## config.mk

```make
export PLATFORM = sky130hd
export DESIGN_NAME = smrb_top
export DESIGN_NICKNAME = d
export VERILOG_FILES = /design/src/design/smrb_pkg.sv /design/src/design/smrb_res_if.sv /design/src/design/smrb_results.sv /design/src/design/smrb_seq.sv /design/src/design/smrb_top.sv
export VERILOG_INCLUDE_DIRS = /design/src /design/src/design
export SDC_FILE = /design/constraint.sdc
export NUM_CORES = 1
export LEC_CHECK = 0
export ABC_AREA = 0
export BUFFER_PORTS_ARGS = -buffer_cell sky130_fd_sc_hd__buf_2
export CORE_ASPECT_RATIO = 1.1
export CORE_MARGIN = 2
export CORE_UTILIZATION = 53
export DETAILED_ROUTE_END_ITERATION = 8
export PLACE_DENSITY = 0.76
export SLEW_MARGIN = 5
export SYNTH_ARGS = -nofsm -noshare
export SYNTH_HDL_FRONTEND = slang
export SYNTH_SLANG_ARGS = --single-unit
```

## constraint.sdc

```tcl
create_clock -name clk_i -period 12 [get_ports clk_i]
set_input_delay 1.2 -clock clk_i [delete_from_list [all_inputs] [get_ports clk_i]]
set_output_delay 1.2 -clock clk_i [all_outputs]
set_load 0.02 [all_outputs]
```

## src/design/smrb_defs.svh

```systemverilog
// Register offsets, field positions, reset values and timing counts.
`ifndef SMRB_DEFS_SVH
`define SMRB_DEFS_SVH
`define SMRB_OFF_CFG 6'h00
`define SMRB_OFF_STAT 6'h01
`define SMRB_OFF_MASK 6'h03
`define SMRB_OFF_RATE 6'h07
`define SMRB_OFF_CHOFF 6'h08
`define SMRB_OFF_SHOT 6'h09
`define SMRB_OFF_SLEEP 6'h0a
`define SMRB_OFF_ADV 6'h0b
`define SMRB_OFF_BUSY 6'h0c
`define SMRB_OFF_RES_LO 6'h20
`define SMRB_OFF_RES_HI 6'h27
`define SMRB_OFF_LIM_LO 6'h2a
`define SMRB_OFF_LIM_HI 6'h39
`define SMRB_OFF_MAKER 6'h3e
`define SMRB_OFF_REV 6'h3f
`define SMRB_CFG_START 0
`define SMRB_CFG_AEN 1
`define SMRB_CFG_ACLR 3
`define SMRB_CFG_INIT 7
`define SMRB_CFG_WMASK 8'h8b
`define SMRB_RST_CFG 8'h08
`define SMRB_RST_BUSY 8'h02
`define SMRB_RST_ZERO 8'h00
`define SMRB_NCH 8
`define SMRB_NLIM 16
`define SMRB_CONV_NS 100
`define SMRB_CONV_CYC ((`SMRB_CONV_NS + 9) / 10)
`endif

```

## src/design/smrb_pkg.sv

```systemverilog
// Types shared by the register bank modules.
package smrb_pkg;
    typedef logic [5:0] smrb_addr_t;
    typedef logic [7:0] smrb_byte_t;
    typedef logic [15:0] smrb_word_t;
    typedef enum logic [1:0] {
        SMRB_IDLE = 2'b00,
        SMRB_CONV = 2'b01,
        SMRB_NEXT = 2'b10
    } smrb_seq_e;
endpackage

```

## src/design/smrb_res_if.sv

```systemverilog
// Result write path from the sequencer to the result store.
`timescale 1ns/1ps
interface smrb_res_if;
    logic we;
    logic [2:0] idx;
    logic [15:0] data;
    modport src (output we, output idx, output data);
    modport dst (input we, input idx, input data);
endinterface

```

## src/design/smrb_results.sv

```systemverilog
// Store of the eight latest channel readings.
`timescale 1ns/1ps
`include "smrb_defs.svh"
module smrb_results
(
    input wire logic clk_i,
    input wire logic clr_i,
    smrb_res_if.dst wr,
    input wire logic [2:0] rd_idx_i,
    output logic [15:0] rd_data_o
);
    import smrb_pkg::*;
    smrb_word_t mem_reg [`SMRB_NCH];

    // One store slot per channel; restore and reset both clear it.
    genvar g;
    generate
        for (g = 0; g < `SMRB_NCH; g++)
        begin : g_slot
            always_ff @(posedge clk_i)
            begin
                if (clr_i)
                    mem_reg[g] <= 16'h0000;
                else if (wr.we && wr.idx == 3'(g))
                    mem_reg[g] <= wr.data;
            end
        end
    endgenerate

    assign rd_data_o = mem_reg[rd_idx_i];
endmodule

```

## src/design/smrb_seq.sv

```systemverilog
// Round-robin channel sequencer with window comparison.
`timescale 1ns/1ps
`include "smrb_defs.svh"
module smrb_seq
(
    input wire logic clk_i,
    input wire logic clr_i,
    input wire logic run_i,
    input wire logic hold_i,
    input wire logic shot_i,
    input wire logic [7:0] off_i,
    input wire logic [7:0] lim_hi_i [`SMRB_NCH],
    input wire logic [7:0] lim_lo_i [`SMRB_NCH],
    input wire logic [15:0] sample_i [`SMRB_NCH],
    smrb_res_if.src res,
    output logic [7:0] err_o,
    output logic busy_o
);
    import smrb_pkg::*;
    localparam logic [7:0] CONV_CYC = 8'(`SMRB_CONV_CYC);
    smrb_seq_e state_reg;
    logic [2:0] ch_reg;
    logic [7:0] cnt_reg;
    logic oneshot_reg;
    logic [7:0] rd8;

    assign rd8 = sample_i[ch_reg][11:4];
    assign busy_o = (state_reg != SMRB_IDLE);

    // Walk the channels; hold stops the loop at the next boundary.
    always_ff @(posedge clk_i)
    begin
        if (clr_i)
        begin
            state_reg <= SMRB_IDLE;
            ch_reg <= 3'h0;
            cnt_reg <= 8'h00;
            oneshot_reg <= 1'b0;
        end
        else
        begin
            case (state_reg)
                SMRB_IDLE:
                begin
                    ch_reg <= 3'h0;
                    cnt_reg <= 8'h00;
                    if (shot_i || (run_i && !hold_i))
                    begin
                        oneshot_reg <= shot_i;
                        state_reg <= SMRB_CONV;
                    end
                end
                SMRB_CONV:
                begin
                    if (off_i[ch_reg] || cnt_reg == CONV_CYC - 8'h01)
                        state_reg <= SMRB_NEXT;
                    else
                        cnt_reg <= cnt_reg + 8'h01;
                end
                SMRB_NEXT:
                begin
                    cnt_reg <= 8'h00;
                    ch_reg <= ch_reg + 3'h1;
                    if (ch_reg == 3'h7 && (oneshot_reg || hold_i))
                        state_reg <= SMRB_IDLE;
                    // Dropping start or raising clear ends the loop here.
                    else if ((hold_i || !run_i) && !oneshot_reg)
                        state_reg <= SMRB_IDLE;
                    else
                        state_reg <= SMRB_CONV;
                end
                default: state_reg <= SMRB_IDLE;
            endcase
        end
    end

    // Store a reading and compare it to its window when enabled.
    always_comb
    begin
        // Clear bit also blocks the store, so no new status flag can be set under it.
        res.we = (state_reg == SMRB_NEXT) && !off_i[ch_reg] && !hold_i;
        res.idx = ch_reg;
        res.data = sample_i[ch_reg];
        err_o = 8'h00;
        if (res.we && (rd8 > lim_hi_i[ch_reg] || rd8 <= lim_lo_i[ch_reg]))
            err_o[ch_reg] = 1'b1;
    end
endmodule

```

## src/design/smrb_top.sv

```systemverilog
// Register bank of an eight-channel system monitor.
`timescale 1ns/1ps
`include "smrb_defs.svh"
module smrb_top
#(
    parameter logic [7:0] MAKER_CODE = 8'h5a, // Arbitrary value.
    parameter logic [7:0] REV_CODE = 8'h3c // Arbitrary value.
)
(
    input wire logic clk_i,
    input wire logic sys_rst_i,
    input wire logic wr_i,
    input wire logic rd_i,
    input wire smrb_pkg::smrb_addr_t addr_i,
    input wire smrb_pkg::smrb_byte_t wdata_i,
    output smrb_pkg::smrb_word_t rdata_o,
    input wire logic [15:0] sample_i [`SMRB_NCH],
    output logic alarm_n_o,
    output logic alarm_oe_n_o,
    output logic [7:0] rate_o,
    output logic deep_sleep_o,
    output logic [7:0] adv_mode_o
);
    import smrb_pkg::*;

    smrb_byte_t cfg_reg;
    smrb_byte_t stat_reg;
    smrb_byte_t mask_reg;
    smrb_byte_t rate_reg;
    smrb_byte_t off_reg;
    smrb_byte_t sleep_reg;
    smrb_byte_t adv_reg;
    smrb_byte_t lim_reg [`SMRB_NLIM];
    logic shot_pulse;
    logic clr_all;
    logic busy;
    logic stat_rd;
    logic not_ready_reg;
    logic [7:0] err;
    logic [7:0] lim_hi [`SMRB_NCH];
    logic [7:0] lim_lo [`SMRB_NCH];
    smrb_word_t res_word;
    smrb_word_t rdata_next;
    logic alarm_act;

    smrb_res_if res_bus ();

    // Restore acts as reset on all state but rdata_o and alarm_oe_n_o, which only reset forces.
    assign clr_all = sys_rst_i || cfg_reg[`SMRB_CFG_INIT];
    assign shot_pulse = wr_i && addr_i == `SMRB_OFF_SHOT;
    assign stat_rd = rd_i && addr_i == `SMRB_OFF_STAT;

    // Config holds only writable bits; init drops after one cycle.
    always_ff @(posedge clk_i)
    begin
        if (clr_all)
            cfg_reg <= `SMRB_RST_CFG;
        else if (wr_i && addr_i == `SMRB_OFF_CFG)
            cfg_reg <= wdata_i & `SMRB_CFG_WMASK;
    end

    // Plain control registers that software writes freely.
    always_ff @(posedge clk_i)
    begin
        if (clr_all)
        begin
            mask_reg <= `SMRB_RST_ZERO;
            rate_reg <= `SMRB_RST_ZERO;
            off_reg <= `SMRB_RST_ZERO;
            sleep_reg <= `SMRB_RST_ZERO;
            adv_reg <= `SMRB_RST_ZERO;
        end
        else if (wr_i)
        begin
            case (addr_i)
                `SMRB_OFF_MASK: mask_reg <= wdata_i;
                `SMRB_OFF_RATE: rate_reg <= wdata_i;
                `SMRB_OFF_CHOFF: off_reg <= wdata_i;
                `SMRB_OFF_SLEEP: sleep_reg <= wdata_i;
                `SMRB_OFF_ADV: adv_reg <= wdata_i;
                default: ;
            endcase
        end
    end

    // Limit bank: two bytes per channel, high then low.
    genvar g;
    generate
        for (g = 0; g < `SMRB_NLIM; g++)
        begin : g_lim
            always_ff @(posedge clk_i)
            begin
                if (clr_all)
                    lim_reg[g] <= `SMRB_RST_ZERO;
                else if (wr_i && addr_i == `SMRB_OFF_LIM_LO + 6'(g))
                    lim_reg[g] <= wdata_i;
            end
        end
        for (g = 0; g < `SMRB_NCH; g++)
        begin : g_pair
            assign lim_hi[g] = lim_reg[2 * g];
            assign lim_lo[g] = lim_reg[2 * g + 1];
        end
    endgenerate

    // Status flags are sticky; a new error wins over the read clear.
    always_ff @(posedge clk_i)
    begin
        if (clr_all)
            stat_reg <= `SMRB_RST_ZERO;
        else if (stat_rd)
            stat_reg <= err;
        else
            stat_reg <= stat_reg | err;
    end

    // Not-ready stands until a channel 7 reading is first stored after start.
    always_ff @(posedge clk_i)
    begin
        if (clr_all)
            not_ready_reg <= 1'b1;
        else if (res_bus.we && res_bus.idx == 3'h7)
            not_ready_reg <= 1'b0;
    end

    smrb_seq u_seq
    (
        .clk_i(clk_i),
        .clr_i(clr_all),
        .run_i(cfg_reg[`SMRB_CFG_START] && sleep_reg[0] == 1'b0),
        .hold_i(cfg_reg[`SMRB_CFG_ACLR]),
        .shot_i(shot_pulse),
        .off_i(off_reg),
        .lim_hi_i(lim_hi),
        .lim_lo_i(lim_lo),
        .sample_i(sample_i),
        .res(res_bus.src),
        .err_o(err),
        .busy_o(busy)
    );

    smrb_results u_res
    (
        .clk_i(clk_i),
        .clr_i(clr_all),
        .wr(res_bus.dst),
        .rd_idx_i(addr_i[2:0]),
        .rd_data_o(res_word)
    );

    // Read mux; unmapped and write-only offsets return zero.
    always_comb
    begin
        rdata_next = 16'h0000;
        if (addr_i >= `SMRB_OFF_LIM_LO && addr_i <= `SMRB_OFF_LIM_HI)
            rdata_next = {8'h00, lim_reg[4'(addr_i - `SMRB_OFF_LIM_LO)]};
        else if (addr_i >= `SMRB_OFF_RES_LO && addr_i <= `SMRB_OFF_RES_HI)
            rdata_next = res_word;
        else
        begin
            case (addr_i)
                `SMRB_OFF_CFG: rdata_next = {8'h00, cfg_reg};
                `SMRB_OFF_STAT: rdata_next = {8'h00, stat_reg};
                `SMRB_OFF_MASK: rdata_next = {8'h00, mask_reg};
                `SMRB_OFF_RATE: rdata_next = {8'h00, rate_reg};
                `SMRB_OFF_CHOFF: rdata_next = {8'h00, off_reg};
                `SMRB_OFF_SLEEP: rdata_next = {8'h00, sleep_reg};
                `SMRB_OFF_ADV: rdata_next = {8'h00, adv_reg};
                `SMRB_OFF_BUSY: rdata_next = {14'h0000, not_ready_reg, busy};
                `SMRB_OFF_MAKER: rdata_next = {8'h00, MAKER_CODE};
                `SMRB_OFF_REV: rdata_next = {8'h00, REV_CODE};
                default: rdata_next = 16'h0000;
            endcase
        end
    end

    // Read data is registered so it stands the cycle after the strobe.
    always_ff @(posedge clk_i)
    begin
        if (sys_rst_i)
            rdata_o <= 16'h0000;
        else if (rd_i)
            rdata_o <= rdata_next;
    end

    // Alarm: unmasked flag, enabled, and not held clear.
    assign alarm_act = |(stat_reg & ~mask_reg)
        && cfg_reg[`SMRB_CFG_AEN]
        && !cfg_reg[`SMRB_CFG_ACLR];

    // Open-drain pin is registered to avoid glitches on the wire.
    always_ff @(posedge clk_i)
    begin
        if (sys_rst_i)
            alarm_oe_n_o <= 1'b1;
        else
            alarm_oe_n_o <= !alarm_act;
    end

    assign alarm_n_o = 1'b0;
    assign rate_o = rate_reg;
    assign deep_sleep_o = sleep_reg[0];
    assign adv_mode_o = adv_reg;

    a_init_self_clear: assert property (@(posedge clk_i) disable iff (sys_rst_i)
        cfg_reg[`SMRB_CFG_INIT] |=> cfg_reg == `SMRB_RST_CFG)
        else $error("init bit did not restore config");
    a_alarm_gated: assert property (@(posedge clk_i) disable iff (sys_rst_i)
        !alarm_oe_n_o |-> $past(cfg_reg[`SMRB_CFG_AEN]))
        else $error("alarm driven while disabled");
    a_alarm_clear: assert property (@(posedge clk_i) disable iff (sys_rst_i)
        $past(cfg_reg[`SMRB_CFG_ACLR]) |-> alarm_oe_n_o)
        else $error("alarm driven while clear bit set");
    a_clear_keeps: assert property (@(posedge clk_i) disable iff (sys_rst_i)
        cfg_reg[`SMRB_CFG_ACLR] && !stat_rd && !cfg_reg[`SMRB_CFG_INIT]
        |=> stat_reg == $past(stat_reg))
        else $error("status changed while loop halted");
    a_loop_halts: assert property (@(posedge clk_i) disable iff (sys_rst_i)
        cfg_reg[`SMRB_CFG_ACLR] [*8] |-> !res_bus.we)
        else $error("loop kept running while clear bit set");
    a_mask_blocks: assert property (@(posedge clk_i) disable iff (sys_rst_i)
        ((stat_reg & ~mask_reg) == 8'h00) |=> alarm_oe_n_o)
        else $error("masked flag reached alarm");
    a_stat_rd_clr: assert property (@(posedge clk_i) disable iff (sys_rst_i)
        stat_rd && !cfg_reg[`SMRB_CFG_INIT] |=> stat_reg == $past(err))
        else $error("status read did not clear");
    a_busy_reset: assert property (@(posedge clk_i)
        $past(sys_rst_i) |-> not_ready_reg && !busy)
        else $error("busy status not at default after reset");
    a_id_fixed: assert property (@(posedge clk_i) disable iff (sys_rst_i)
        rd_i && addr_i == `SMRB_OFF_MAKER |=> rdata_o == {8'h00, MAKER_CODE})
        else $error("maker code read wrong");
endmodule

```

[After elaboration in Yosys (flattened, before gate mapping)]
Memories as Yosys holds them, arrays and structs flattened.
Cells that the tools add are included.
Word-level totals
  register bits after elaboration: 84
  bits in writable memories: 256
  output and inout port bits: 35
  logic and storage cells: 286
  memories: 2
Cells by class
  add/sub/neg operators: 3
  magnitude comparators: 9
  eq/ne operators: 39
  mux-type cells: 124
  bitwise gates (word level): 29
  reductions and logical operators: 66
Memory list
  lim_reg: depth 16, bits a word 8, rd ports 17, clocked after memory_dff 0, write ports 16, line smrb_top.sv:33  | smrb_byte_t lim_reg [`SMRB_NLIM];
  u_res.mem_reg: depth 8, bits a word 16, rd ports 1, clocked after memory_dff 0, write ports 8, line smrb_results.sv:13  | smrb_word_t mem_reg [`SMRB_NCH];
Operator list (count)
  16-bit 2-to-1 mux: 12
  8-bit 2-to-1 mux: 23
  6-bit == test, second input constant: 18
  8-bit one-hot mux with 10 select lines: 1
  1-bit 2-to-1 mux: 77
  16-bit binary-select mux with 3-bit select: 1
  8-bit binary-select mux with 3-bit select: 2
  1-bit logical AND: 39
  6-bit by 4-bit == test with 1-bit output, second input constant: 5
  1-bit OR: 24
  8-bit one-hot mux with 2 select lines: 1
  2-bit AND reduction: 8
  3-bit == test, second input constant: 4
  6-bit >= comparator, second input constant: 2
  6-bit less-or-equal comparator, second input constant: 2
  8-bit by 1-bit adder with 8-bit output, second input constant: 1
  8-bit AND: 1
  8-bit by 4-bit == test with 1-bit output, second input constant: 1
  8-bit > comparator: 1
  8-bit less-or-equal comparator: 1
  8-bit NOT: 1
  8-bit OR: 1
  8-bit OR reduction: 1
  3-bit by 2-bit == test with 1-bit output, second input constant: 2
  other kinds (27): 41

[Depth between registers and ports, before layout]
Gate-level depths: netlist (run 1).
  word-level depth: 10
  gate-level depth with buffers: 15
  mapped depth without buffers: 13

[Cells and area by module]
A second synthesis (run 1) with hierarchy kept.
Second synthesis, totals
  cells, all modules: 1522
  area total of the unflattened synthesis: 18323.8 µm²
Modules (own cells, without submodules)
  smrb_top: instances 1, cells an instance 785, area an instance 9245.1 µm², sequential area each 5245.0 µm²
  smrb_results: instances 1, cells an instance 374, area an instance 5841.9 µm², sequential area each 3843.7 µm²
  smrb_seq: instances 1, cells an instance 363, area an instance 3236.9 µm², sequential area each 280.3 µm²

[Worst setup path before layout (run 1)]
OpenSTA, ideal clock, no wires.
  path type: input to register
  start: input port sample_i[57] in the netlist's numbering
  end: register stat_reg[1]
  library setup time: 144 ps
  arrival time: 3971 ps
  data required time: 11856 ps
  path slack: 7885 ps
  stages: 12
  cells stage by stage: or2_2 > o211ai_1 > o21ai_0 > a221o_1 > a221oi_1 > inv_1 > ha_1 > a21oi_1 > o21ai_0 > o22a_1 > o31ai_1 > o21ai_0
Between the ends
  cells in the longest elaborated chain, start to end: 9
Ends and longest elaborated chain
  start: declaration: line smrb_top.sv:17  | input wire logic [15:0] sample_i [`SMRB_NCH],
  16-bit binary-select mux with 3-bit select *
  16-bit 2-to-1 mux (not written as such) *: line smrb_seq.sv:27  | assign rd8 = sample_i[ch_reg][11:4];
  16-bit 2-to-1 mux *
  net res_bus.data[9]: line smrb_res_if.sv:6  | logic [15:0] data;
  8-bit > comparator / 8-bit less-or-equal comparator (equally long branches): line smrb_seq.sv:85  | if (res.we && (rd8 > lim_hi_i[ch_reg] || rd8 <= lim_lo_i[ch_reg]))
  1-bit logical OR *: line smrb_seq.sv:85
  1-bit logical AND *: line smrb_seq.sv:85
  8-bit 2-to-1 mux *: line smrb_seq.sv:85
  8-bit OR: line smrb_top.sv:114  | stat_reg <= stat_reg | err;
  8-bit 2-to-1 mux *: line smrb_top.sv:111  | else if (stat_rd)
  end signal: assignment: line smrb_top.sv:110  | stat_reg <= `SMRB_RST_ZERO;
  end signal: assignment: line smrb_top.sv:112  | stat_reg <= err;
  end signal: assignment: line smrb_top.sv:114
  end: declaration: line smrb_top.sv:27  | smrb_byte_t stat_reg;
Mark *: on every way through the listed nets, which the timed path passes. The rest lies on a longest branch. The select of a mux whose other input is x is not followed.
A chain may end at the register's enable or synchronous reset.

[Worst setup path after layout (run 1)]
  start: register u_seq.ch_reg[2] (netlist: u_seq.res.idx[2])
  end: register stat_reg[6]
Between the ends
  cells in the longest elaborated chain, start to end: 10
Ends and longest elaborated chain
  start: declaration: line smrb_seq.sv:22  | logic [2:0] ch_reg;
  start signal: assignment: line smrb_seq.sv:63  | ch_reg <= ch_reg + 3'h1;
  3-bit NOT with 4-bit output *
  16-bit binary-select mux with 3-bit select *
  16-bit 2-to-1 mux (not written as such) *: line smrb_seq.sv:27
  16-bit 2-to-1 mux *
  net res_bus.data[9]: line smrb_res_if.sv:6
  8-bit > comparator / 8-bit less-or-equal comparator (equally long branches): line smrb_seq.sv:85
  1-bit logical OR *: line smrb_seq.sv:85
  1-bit logical AND *: line smrb_seq.sv:85
  8-bit 2-to-1 mux *: line smrb_seq.sv:85
  8-bit OR: line smrb_top.sv:114
  8-bit 2-to-1 mux *: line smrb_top.sv:111
Marks and branches as above.

==> metrics.md, run 1 <==
| Metric | Value |
|---|---|
| Net Sw Frac | 0.236 |
| Synth Register Bits | 340 |
| Tot Pwr | 2680 uW |
| CTS resizes | 0 |
| Worst rel slew slack | 0.121 |
| Post-CTS setup buffer count | 0 |
| Nets | 1855 |
| Drt pass-1 iters | 6 |
| DIE HEIGHT | 194 um |
| Pint | approximately 2000 uW |
| Grt total ovfl | 0 |
| DR vias | 13900 |
| RSZ-0062 raised after global routing | no |
| WS Path Type | reg2reg |
| Vias in the first global route | 13600 |
| Syn Nets | between 1500 and 2000 |
| Post-DRT Antenna Nets | 0 |
| CTS H-Tree Depth | 2 |
| Largest net degree at the start of global routing | 56 |
| Clk pwr share | 0.432 |
| Outcome | complete, no violations |
| Endpoints failing setup | 0 |
| Post-synthesis sequential area ratio | 0.538 |
| Post-synth ARST share | 0 |
| Number of flops mapped to enable cells by yosys | 256 |
| Crit. End Element | flop |
| TritonCTS buffer count | 37 |
| Actual slew at the worst max-slew pin | 1.32 ns |
| Final Cycle Share | 0.418 |
| Final WL | ~57000 um |
| Worst IR Drop VDD | between 0.0001 and 0.00015 V |
| First-pass GRT wire length | 85600 um |
| Initial antenna violation count | 2 |
| CTS tree | yes |
| Hold-fix buffers at CTS | 0 |
| Final hold vios | 0 |
| Layout overhead on the synthesized area | 14.3% |
| Share of cells above drive strength 1 | 0.217 |
| Synth area leaders | edfxtp_1, dfxtp_1, mux4_2 |
| FMAX | roughly 200 MHz |
| Cell Rows | 69 |
| Fill count | 2571 |
| NetSw | 633 uW |
| Max Slew Vio Count | 0 |
| IO Pins | around 180 |
| Worst min-delay path class | reg2reg |
| Initial Util | 0.538 |
| Root buffer cell | clkbuf_16 |
| Startpoint types | flop |
| Flop pwr share | 0.489 |
| LEAKAGE | 0.00756 uW |
| DRC | 0 |
| Worst-path maximum fanout | 49 |
| Later-pin clock latency in the skew report | 0.54 ns |
| Core area | 32400 um^2 |
| Die area | 34300 um^2 |
| Power Dens Cells | ~130 nW/um^2 |
| Critical path required time | 12.37 ns |
| Die Wd | ~180 um |
| # port buffers | 179 |
| Setup TNS | 0 ns |
| Arr. time, crit path | 5.39 ns |
| CTS sink cnt | 340 |
| Minimum clock period | 5.02 ns |
| DR iter-0 viols | 2121 |
| Logic pwr share | 0.080 |
| GR Util All Layers | 0.338 |
| YS warnings | 0 |
| Most used DFF post-synth | edfxtp_1 |
| WL/cell | around 27 um |
| GPL Wtd Cong | about 0.98 |
| Vias per cell | approximately 6.5 |
| Clk pin slew, worst setup/hold paths | 0.06 ns |
| Synth Area per Inst | 11.2 um^2 |
| Synth Cell Area | 17400 um^2 |
| Synth area leader | edfxtp_1 |
| Cell variety after synth | between 50 and 60 |
| Max Cap Viol | 0 |
| Clock buffer depth | 3 |
| Clk_skew | 0.0271 ns |
| Post-synth top area share | 0.442 |
| HPWL after DPL | 39900 um |
| Cell count after synthesis | between 1500 and 2000 |
-- layout by cell type, fill, tap and decap left out, types with 40 or more instances in the layout --
cell type	instances
dfxtp_1	81
nand3_1	43
a22oi_1	82
nand2_1	128
and2_1	132
mux2i_1	65
nor2_1	246
o21ai_0	40
edfxtp_1	256
buf_2	177
mux4_2	68
-- final cells by class --
cell class	count	area, um^2	area share
clock inverters	21	188	0.00943
repair buffers	209	1130	0.0566
clock buffers	47	1040	0.0520
inverters	30	113	0.00566
flip-flops and latches	340	9370	0.471
well taps	426	533	0.0268
diodes	2	5.00	0.000251
multi-input cells	1066	7530	0.378
-- power groups by stage --
stage	Clock, uW	Sequential, uW	Combinational, uW
CTS	1160	1310	213
global placement	0	1330	208
global route	1210	1310	227
floorplan	0	1330	123
detailed placement	0	1330	211
finish	1160	1310	214
-- cell usage after synthesis (all sizes together) (4+ instances only) --
library cell,n
mux4,68
mux2i,65
xor2,5
nor3,22
o31ai,6
dfxtp,84
buf,25
o21ai,44
mux2,16
and2,132
a31oi,8
o22ai,7
nand4,11
o211ai,4
nor2,247
edfxtp,256
nor2b,9
nor4,8
clkbuf,90
a21oi,39
a222oi,6
a22o,8
nand3,43
and4,16
a22oi,82
ha,25
a221oi,18
nand2,128
inv,30
and3,6
-- stage by stage --
step | hold slack (ns) | setup WS [ns] | instances | area (um^2) | utilization
floorplan | 0.380 | 7.88 | 1551 | 17400 | -
CTS | 0.438 | 7.14 | 2139 | 19900 | 0.615
global placement | 0.426 | 6.64 | 2070 | 18700 | 0.577
finish | 0.434 | 6.98 | 2141 | 19900 | 0.615
global route | 0.457 | 6.71 | 2140 | 19900 | 0.615
detailed placement | 0.424 | 7.14 | 2071 | 18700 | 0.577
-- metal layers --
layer  global-route usage  share of wire  vias up
met4                0.117          0.036        0
li1                     -              -     6012
met3               0.0676           0.10      145
met1                0.473           0.39     6869
met2                0.528           0.47      880
met5                    0              0        -
-- worst paths after layout --
| check | start | cells after the start | endpoint | slack [ns] |
|---|---|---|---|---|
| setup reg to reg | u_seq.res.idx[2] | 13 | stat_reg[6] | 6.98 |
| hold / removal | cfg_reg[1] | 1 | alarm_oe_n_o | 0.43 |
| setup / recovery | u_seq.res.idx[2] | 13 | stat_reg[6] | 6.98 |
| hold reg to reg | cfg_reg[1] | 1 | alarm_oe_n_o | 0.43 |
-- worst max-delay path: stages, from the launching register on --
cell and delay (ns):
dfxtp_2 0.98, inv_1 0.54, nand2_1 0.22, o21ai_0 0.13
a221o_1 0.28, a221oi_1 0.45, buf_4 0.28, inv_1 0.08
ha_1 0.31, a21oi_1 0.15, o21ai_0 0.09, o22a_1 0.19
o31ai_1 0.92, o21ai_0 0.19
-- logic make-up (layout without fill, tap and decap cells) --
family / count (synthesis) / count (layout) / synth area share
flip-flops: 340 / 340 / 0.538
buffers and inverters: 145 / 307 / 0.0321
AND/OR/NAND/NOR: 636 / 636 / 0.174
XOR/XNOR: 8 / 8 / 0.00402
AO/OA/AOI/OAI: 247 / 247 / 0.0980
other: 1 / 3 / 0.000215
multiplexers: 149 / 149 / 0.136
adder cells (fa/ha/maj): 25 / 25 / 0.0180
(Power assumes the default switching activity.)
==> inputs of run 2 (changes only) <==
clock period = 5 ns   (was 12 ns; I/O delays follow)
==> run 2 against run 1 <==
Via count shrank 0.28%. Hold slack lost 0.052 ns. Highest routed layer unchanged. Non-clock buffer count grew 6.
==> metrics.md, run 2 (same netlist as run 1, synthesis figures left out) <==
| Metric | Value |
|---|---|
| NetSw | 1450 uW |
| Vias in the first global route | approximately 13000 |
| Worst flop-to-flop path startpoint | u_seq.res.idx[0] |
| Tot Pwr | roughly 6400 uW |
| TritonCTS buffer count | 36 |
| GR Util All Layers | 0.336 |
| Clock buffer depth | 3 |
| Worst hold start | rd_i |
| Initial Util | 0.538 |
| HPWL after DPL | approximately 42000 um |
| Final Cycle Share | 0.810 |
| Later-pin clock latency in the skew report | 0.53 ns |
| Worst min-delay path endpoint | rdata_o[1] |
| LEAKAGE | 0.00755 uW |
| Clk_skew | approximately 0.024 ns |
| Worst-path maximum fanout | 37 |
| Flop pwr share | 0.495 |
| Final WL | 57200 um |
| Endpoints failing setup | 0 |
| IO Pins | 181 |
| Clk pin slew, worst setup/hold paths | 0.06 ns |
| Core area | approximately 32000 um^2 |
| R2R Setup Slk | 0.95 ns |
| N_diodes | 0 |
| Hold-fix buffers at CTS | 0 |
| Critical path required time | 5.42 ns |
| Max Slew Vio Count | 0 |
| Post-CTS setup buffer count | 0 |
| Dpl cell area | between 15000 and 20000 um^2 |
| Die Wd | 177 um |
| Hold depth | 3 |
| Clk pwr share | 0.423 |
| Largest net degree at the start of global routing | approximately 50 |
| Cell Rows | a little under 70 |
| Final hold vios | 0 |
| WS Path Type | reg2reg |
| Layout overhead on the synthesized area | 14.2% |
| DRC | 0 |
| DR iter-0 viols | between 2000 and 2500 |
| FMAX | around 250 MHz |
| FF-to-FF End | stat_reg[0] |
| Post-DRT Antenna Nets | 0 |
| Non-filler instance count after layout | between 2000 and 2500 |
| Grt total ovfl | 0 |
| Pint | 4910 uW |
| Vias per cell | between 6 and 7 |
| GPL Wtd Cong | 1.02 |
| Actual slew at the worst max-slew pin | 1.24 ns |
| First-pass GRT wire length | between 80000 and 90000 um |
| Startpoint types | flop |
| Minimum clock period | ~4.1 ns |
| CTS sink cnt | 340 |
| Crit. End Element | flop |
| Most common cell after layout, fill and taps aside | edfxtp_1 |
| DIE HEIGHT | 194 um |
| Die area | ~34000 um^2 |
| CTS resizes | 0 |
| Drt pass-1 iters | 8 |
| Fill count | 2581 |
| Setup TNS | 0 ns |
| Root buffer cell | clkbuf_16 |
| Power Dens Cells | 320 nW/um^2 |
| Net Sw Frac | 0.228 |
| CTS tree | yes |
| Post-route cell area | 19900 um^2 |
| DR vias | 13900 |
| Worst IR Drop VDD | 0.000289 V |
| Setup WS pre-CTS | 0.991 ns |
| Share of cells above drive strength 1 | 0.214 |
| Logic pwr share | 0.082 |
| WL/cell | 26.8 um |
| Fin worst setup slack | 0.948 ns |
| Inst Count DP | 2077 |
| RSZ-0062 raised after global routing | no |
| Worst reg-to-reg path cell count | 14 |
| Nets | 1860 |
| Max Cap Viol | 0 |
| Arr. time, crit path | 4.48 ns |
| Initial antenna violation count | 0 |
| # port buffers | roughly 180 |
| Outcome | complete, no violations |
| Worst rel slew slack | 0.163 |
| Worst min-delay path class | in2reg |
| CTS H-Tree Depth | 2 |
| Most frequent cells in the layout | edfxtp_1, nor2_1, buf_2, and2_1, nand2_1 |
-- run 2: cell count changes in the layout (fill, tap and decap cells not counted), moves of 2 or more --
cell / change
buf_4: +6
clkbuf_16: -2
clkinv_2: -7
diode_2: -2
inv_6: -2
o21ai_0: +3
o21ai_1: -3
-- run 2: layer usage --
metal	global-route usage	share of wire	vias up
met3	0.0584	0.10	127
met5	0	0	-
met1	0.472	0.39	6860
met4	0.110	0.036	0
met2	0.531	0.47	859
li1	-	-	6021
-- run 2: area by class of cell --
cell class                      instances  area, um^2  share of cell area
Sequential cell                       340        9370               0.471
Multi-Input combinational cell       1066        7520               0.378
Timing Repair Buffer                  215        1170              0.0589
Clock buffer                           48        1010              0.0508
Tap cell                              426         533              0.0268
Clock inverter                         12         161             0.00812
Inverter                               30         113             0.00566
-- run 2: power by group through the flow --
stage / combinational, uW / clock [uW] / sequential [uW]
3_5_place_dp: 510 / 0 / 3210
2_1_floorplan: 295 / 0 / 3180
3_3_place_gp: 510 / 0 / 3210
6_report: 519 / 2690 / 3150
5_1_grt: 550 / 2810 / 3150
4_1_cts: 513 / 2700 / 3150
-- run 2: through the flow --
| stage | hold slack (ns) | utilization |
|---|---|---|
| 2_1_floorplan | 0.380 | - |
| 3_3_place_gp | 0.431 | 0.578 |
| 3_5_place_dp | 0.440 | 0.578 |
| 4_1_cts | 0.363 | 0.614 |
| 5_1_grt | 0.406 | 0.614 |
| 6_report | 0.382 | 0.614 |
-- run 2: worst max path at each step --
stage	depth (start not counted)	endpoint	startpoint
detailed placement	14	stat_reg[0]	u_seq.res.idx[0]
floorplan	12	stat_reg[1]	u_seq.res.idx[1]
finish	14	stat_reg[0]	u_seq.res.idx[0]
global route	16	stat_reg[0]	u_seq.res.idx[1]
CTS	14	stat_reg[0]	u_seq.res.idx[0]
global placement	16	stat_reg[0]	u_seq.res.idx[1]
-- run 2: critical path: stages, from the launching register on --
cell       delay (ns)
dfxtp_2          0.90
inv_2            0.30
o211ai_1         0.25
o21ai_0          0.11
a221o_1          0.28
a221oi_1         0.26
buf_4            0.24
inv_1            0.08
ha_1             0.31
a21oi_1          0.15
nor2_1           0.06
a2111oi_0        0.38
o31ai_1          0.14
buf_4            0.22
o41ai_1          0.23
==> inputs of run 3 (changes only) <==
ABC_AREA = 1   (was 0)
PLACE_DENSITY = 0.79   (was 0.76)
clock period = 3.35 ns   (was 5 ns; I/O delays follow)
==> run 3 against run 2 <==
Routed wire length is 17% higher. Fmax up 34%. Flip-flop and latch count unchanged. Largest power group unchanged. Power increased by 51%. Die area up 2.6%. Largest cell class unchanged. Synthesized cell count is 43% higher. Setup slack worse by 0.63 ns. Sequential power grew 49%. Clock-buffer cell count increased by 8. First-iteration DRC count is 4.4% higher.
==> metrics.md, run 3 <==
| Metric | Value |
|---|---|
| Outcome | complete, no violations |
| Initial antenna violation count | 2 |
| Root buffer cell | clkbuf_16 |
| Most common cell after layout, fill and taps aside | nand2_1 |
| DR iter-0 viols | roughly 2300 |
| Hold-fix buffers at CTS | 0 |
| Core area | about 33000 um^2 |
| Max Cap Viol | 0 |
| Actual slew at the worst max-slew pin | 1.28 ns |
| Fill count | 2862 |
| TritonCTS buffer count | 36 |
| Final hold vios | 0 |
| Share of cells above drive strength 1 | 0.150 |
| Startpoint types | flop |
| Layout overhead on the synthesized area | 16.2% |
| Minimum clock period | 3.03 ns |
| Crit. End Element | flop |
| Number of flops mapped to enable cells by yosys | roughly 260 |
| Power Dens Cells | between 400 and 500 nW/um^2 |
| Critical path required time | 3.82 ns |
| Post-synth ARST share | 0 |
| Cell count after synthesis | 2222 |
| Cell variety after synth | 40 |
| Setup TNS | 0 ns |
| HPWL after DPL | 48100 um |
| DIE HEIGHT | around 200 um |
| Later-pin clock latency in the skew report | 0.55 ns |
| Most frequent cell after synthesis | nand2_1 |
| DR vias | 17400 |
| Synth Register Bits | 340 |
| Worst rel slew slack | 0.148 |
| Final WL | between 60000 and 70000 um |
| Post-DRT Antenna Nets | 0 |
| Endpoints failing setup | 0 |
| Drt pass-1 iters | 6 |
| Non-filler instance count after layout | 2861 |
| Clock buffer depth | 3 |
| WS Path Type | reg2reg |
| Grt total ovfl | 0 |
| Max Slew Vio Count | 0 |
| Post-synthesis sequential area ratio | 0.524 |
| Worst min-delay path class | in2reg |
| Most frequent cells in the layout | nand2_1, nor2_1, edfxtp_1, buf_2, inv_1 |
| FMAX | 330 MHz |
| CTS tree | yes |
| Synth area leaders | edfxtp_1, nand2_1, dfxtp_1 |
| Largest net degree at the start of global routing | 97 |
| Inst Count DP | 2790 |
| Synth Cell Area | about 18000 um^2 |
| Die Wd | 179 um |
| GPL Wtd Cong | between 1 and 1.5 |
| Worst IR Drop VDD | 0.000387 V |
| Worst-path maximum fanout | 12 |
| IO Pins | 181 |
| Syn Nets | 2393 |
| Vias in the first global route | 16400 |
| Initial Util | 0.538 |
| CTS sink cnt | 340 |
| WL/cell | 23.4 um |
| Synth cell count leaders | nand2_1, nor2_1, edfxtp_1, inv_1, nand3_1 |
| Cell Rows | 70 |
| Clk_skew | 0.0158 ns |
| RSZ-0062 raised after global routing | no |
| CTS H-Tree Depth | 2 |
| Tot Pwr | 9610 uW |
| First-pass GRT wire length | 97900 um |
| Die area | 35200 um^2 |
| # port buffers | about 180 |
| GR Util All Layers | 0.378 |
| Final Cycle Share | 0.905 |
| Post-synth top area share | 0.430 |
| YS warnings | 0 |
| Clk pin slew, worst setup/hold paths | roughly 0.06 ns |
| Arr. time, crit path | 3.50 ns |
| Synth Area per Inst | 8.04 um^2 |
| Final hold slack | 0.0877 ns |
| Most used DFF post-synth | edfxtp_1 |
| Nets | 2571 |
| LEAKAGE | 0.00887 uW |
| DRC | 0 |
| Vias per cell | approximately 6.1 |
| Synth area leader | edfxtp_1 |
## run 3: cell types whose count changed after synthesis, sizes merged, moves of 45 or more
| cell | change |
|---|---|
| a22oi | -58 |
| a21oi | +56 |
| mux2i | -65 |
| o21ai | +45 |
| mux4 | -68 |
| and2 | -132 |
| nor3 | +80 |
| inv | +126 |
| nand2 | +522 |
| nand3 | +112 |
| nor2 | +58 |
## run 3: worst max-delay path: stages, from the launching register on
cell,delay (ns)
dfxtp_2,0.43
inv_2,0.13
nand3_1,0.19
clkinvlp_4,0.23
buf_4,0.26
nand2_1,0.07
o21ai_0,0.07
a221oi_1,0.23
o2111ai_1,0.23
ha_1,0.24
inv_1,0.05
a21oi_1,0.05
o21ai_0,0.14
nand2_1,0.07
nand2_1,0.06
nand2_1,0.06
nand2_2,0.19
nand3_1,0.12
a21oi_1,0.14
## run 3: power breakdown
group	internal [uW]	switching, uW	total, uW
combinational	257	669	926
clock	2310	1680	4000
sequential	4630	64.7	4690
## run 3: repair_timing
action / CTS / global route
gates resized for setup: 0 / 5
endpoints found under the setup margin: 0 / 8
buffers inserted: 0 / 4
## run 3: logic make-up after synthesis
| logic type | count (synthesis) | synth area share |
|---|---|---|
| AOI/OAI and AO/OA | 285 | 0.0947 |
| xor gates and xnor gates | 3 | 0.00147 |
| adders and majority gates | 25 | 0.0175 |
| buffers and inverters | 292 | 0.0640 |
| DFF | 340 | 0.524 |
| other | 1 | 0.000210 |
| and+or+nand+nor | 1276 | 0.298 |
## run 3: path summary, 6_finish.rpt
| path | startpoint | endpoint | slack [ns] | cells past startpoint |
|---|---|---|---|---|
| setup / recovery | u_seq.res.idx[1] | stat_reg[4] | 0.32 | 18 |
| hold / removal | wdata_i[3] | cfg_reg[3] | 0.09 | 3 |
| setup reg to reg | u_seq.res.idx[1] | stat_reg[4] | 0.32 | 18 |
| hold reg to reg | rdata_o[15] | rdata_o[15] | 0.47 | 2 |
## run 3: cell type report
type	instances	area, um^2	share of cell area
inverters	163	621	0.0299
multi-input cells	1590	7380	0.356
well taps	432	541	0.0260
flip-flops and latches	340	9370	0.451
clock inverters	10	138	0.00663
clock buffers	56	1040	0.0500
repair buffers	269	1670	0.0805
diodes	1	2.50	0.000121
## run 3: metal layers
metal | vias to the layer above | part of all wire | track usage
met5 | - | 0.00019 | 0
met4 | 2 | 0.070 | 0.239
met3 | 259 | 0.12 | 0.0845
met2 | 1248 | 0.45 | 0.602
met1 | 8094 | 0.36 | 0.464
li1 | 7822 | - | -
## run 3: stage by stage
stage / utilization / setup slack, ns / cell area (um^2)
5_1_grt: 0.625 / 0.0644 / 20800
6_report: 0.625 / 0.319 / 20800
2_1_floorplan: - / 0.609 / 17900
3_3_place_gp: 0.588 / 0.277 / 19500
4_1_cts: 0.624 / 0.108 / 20700
3_5_place_dp: 0.588 / 0.158 / 19500
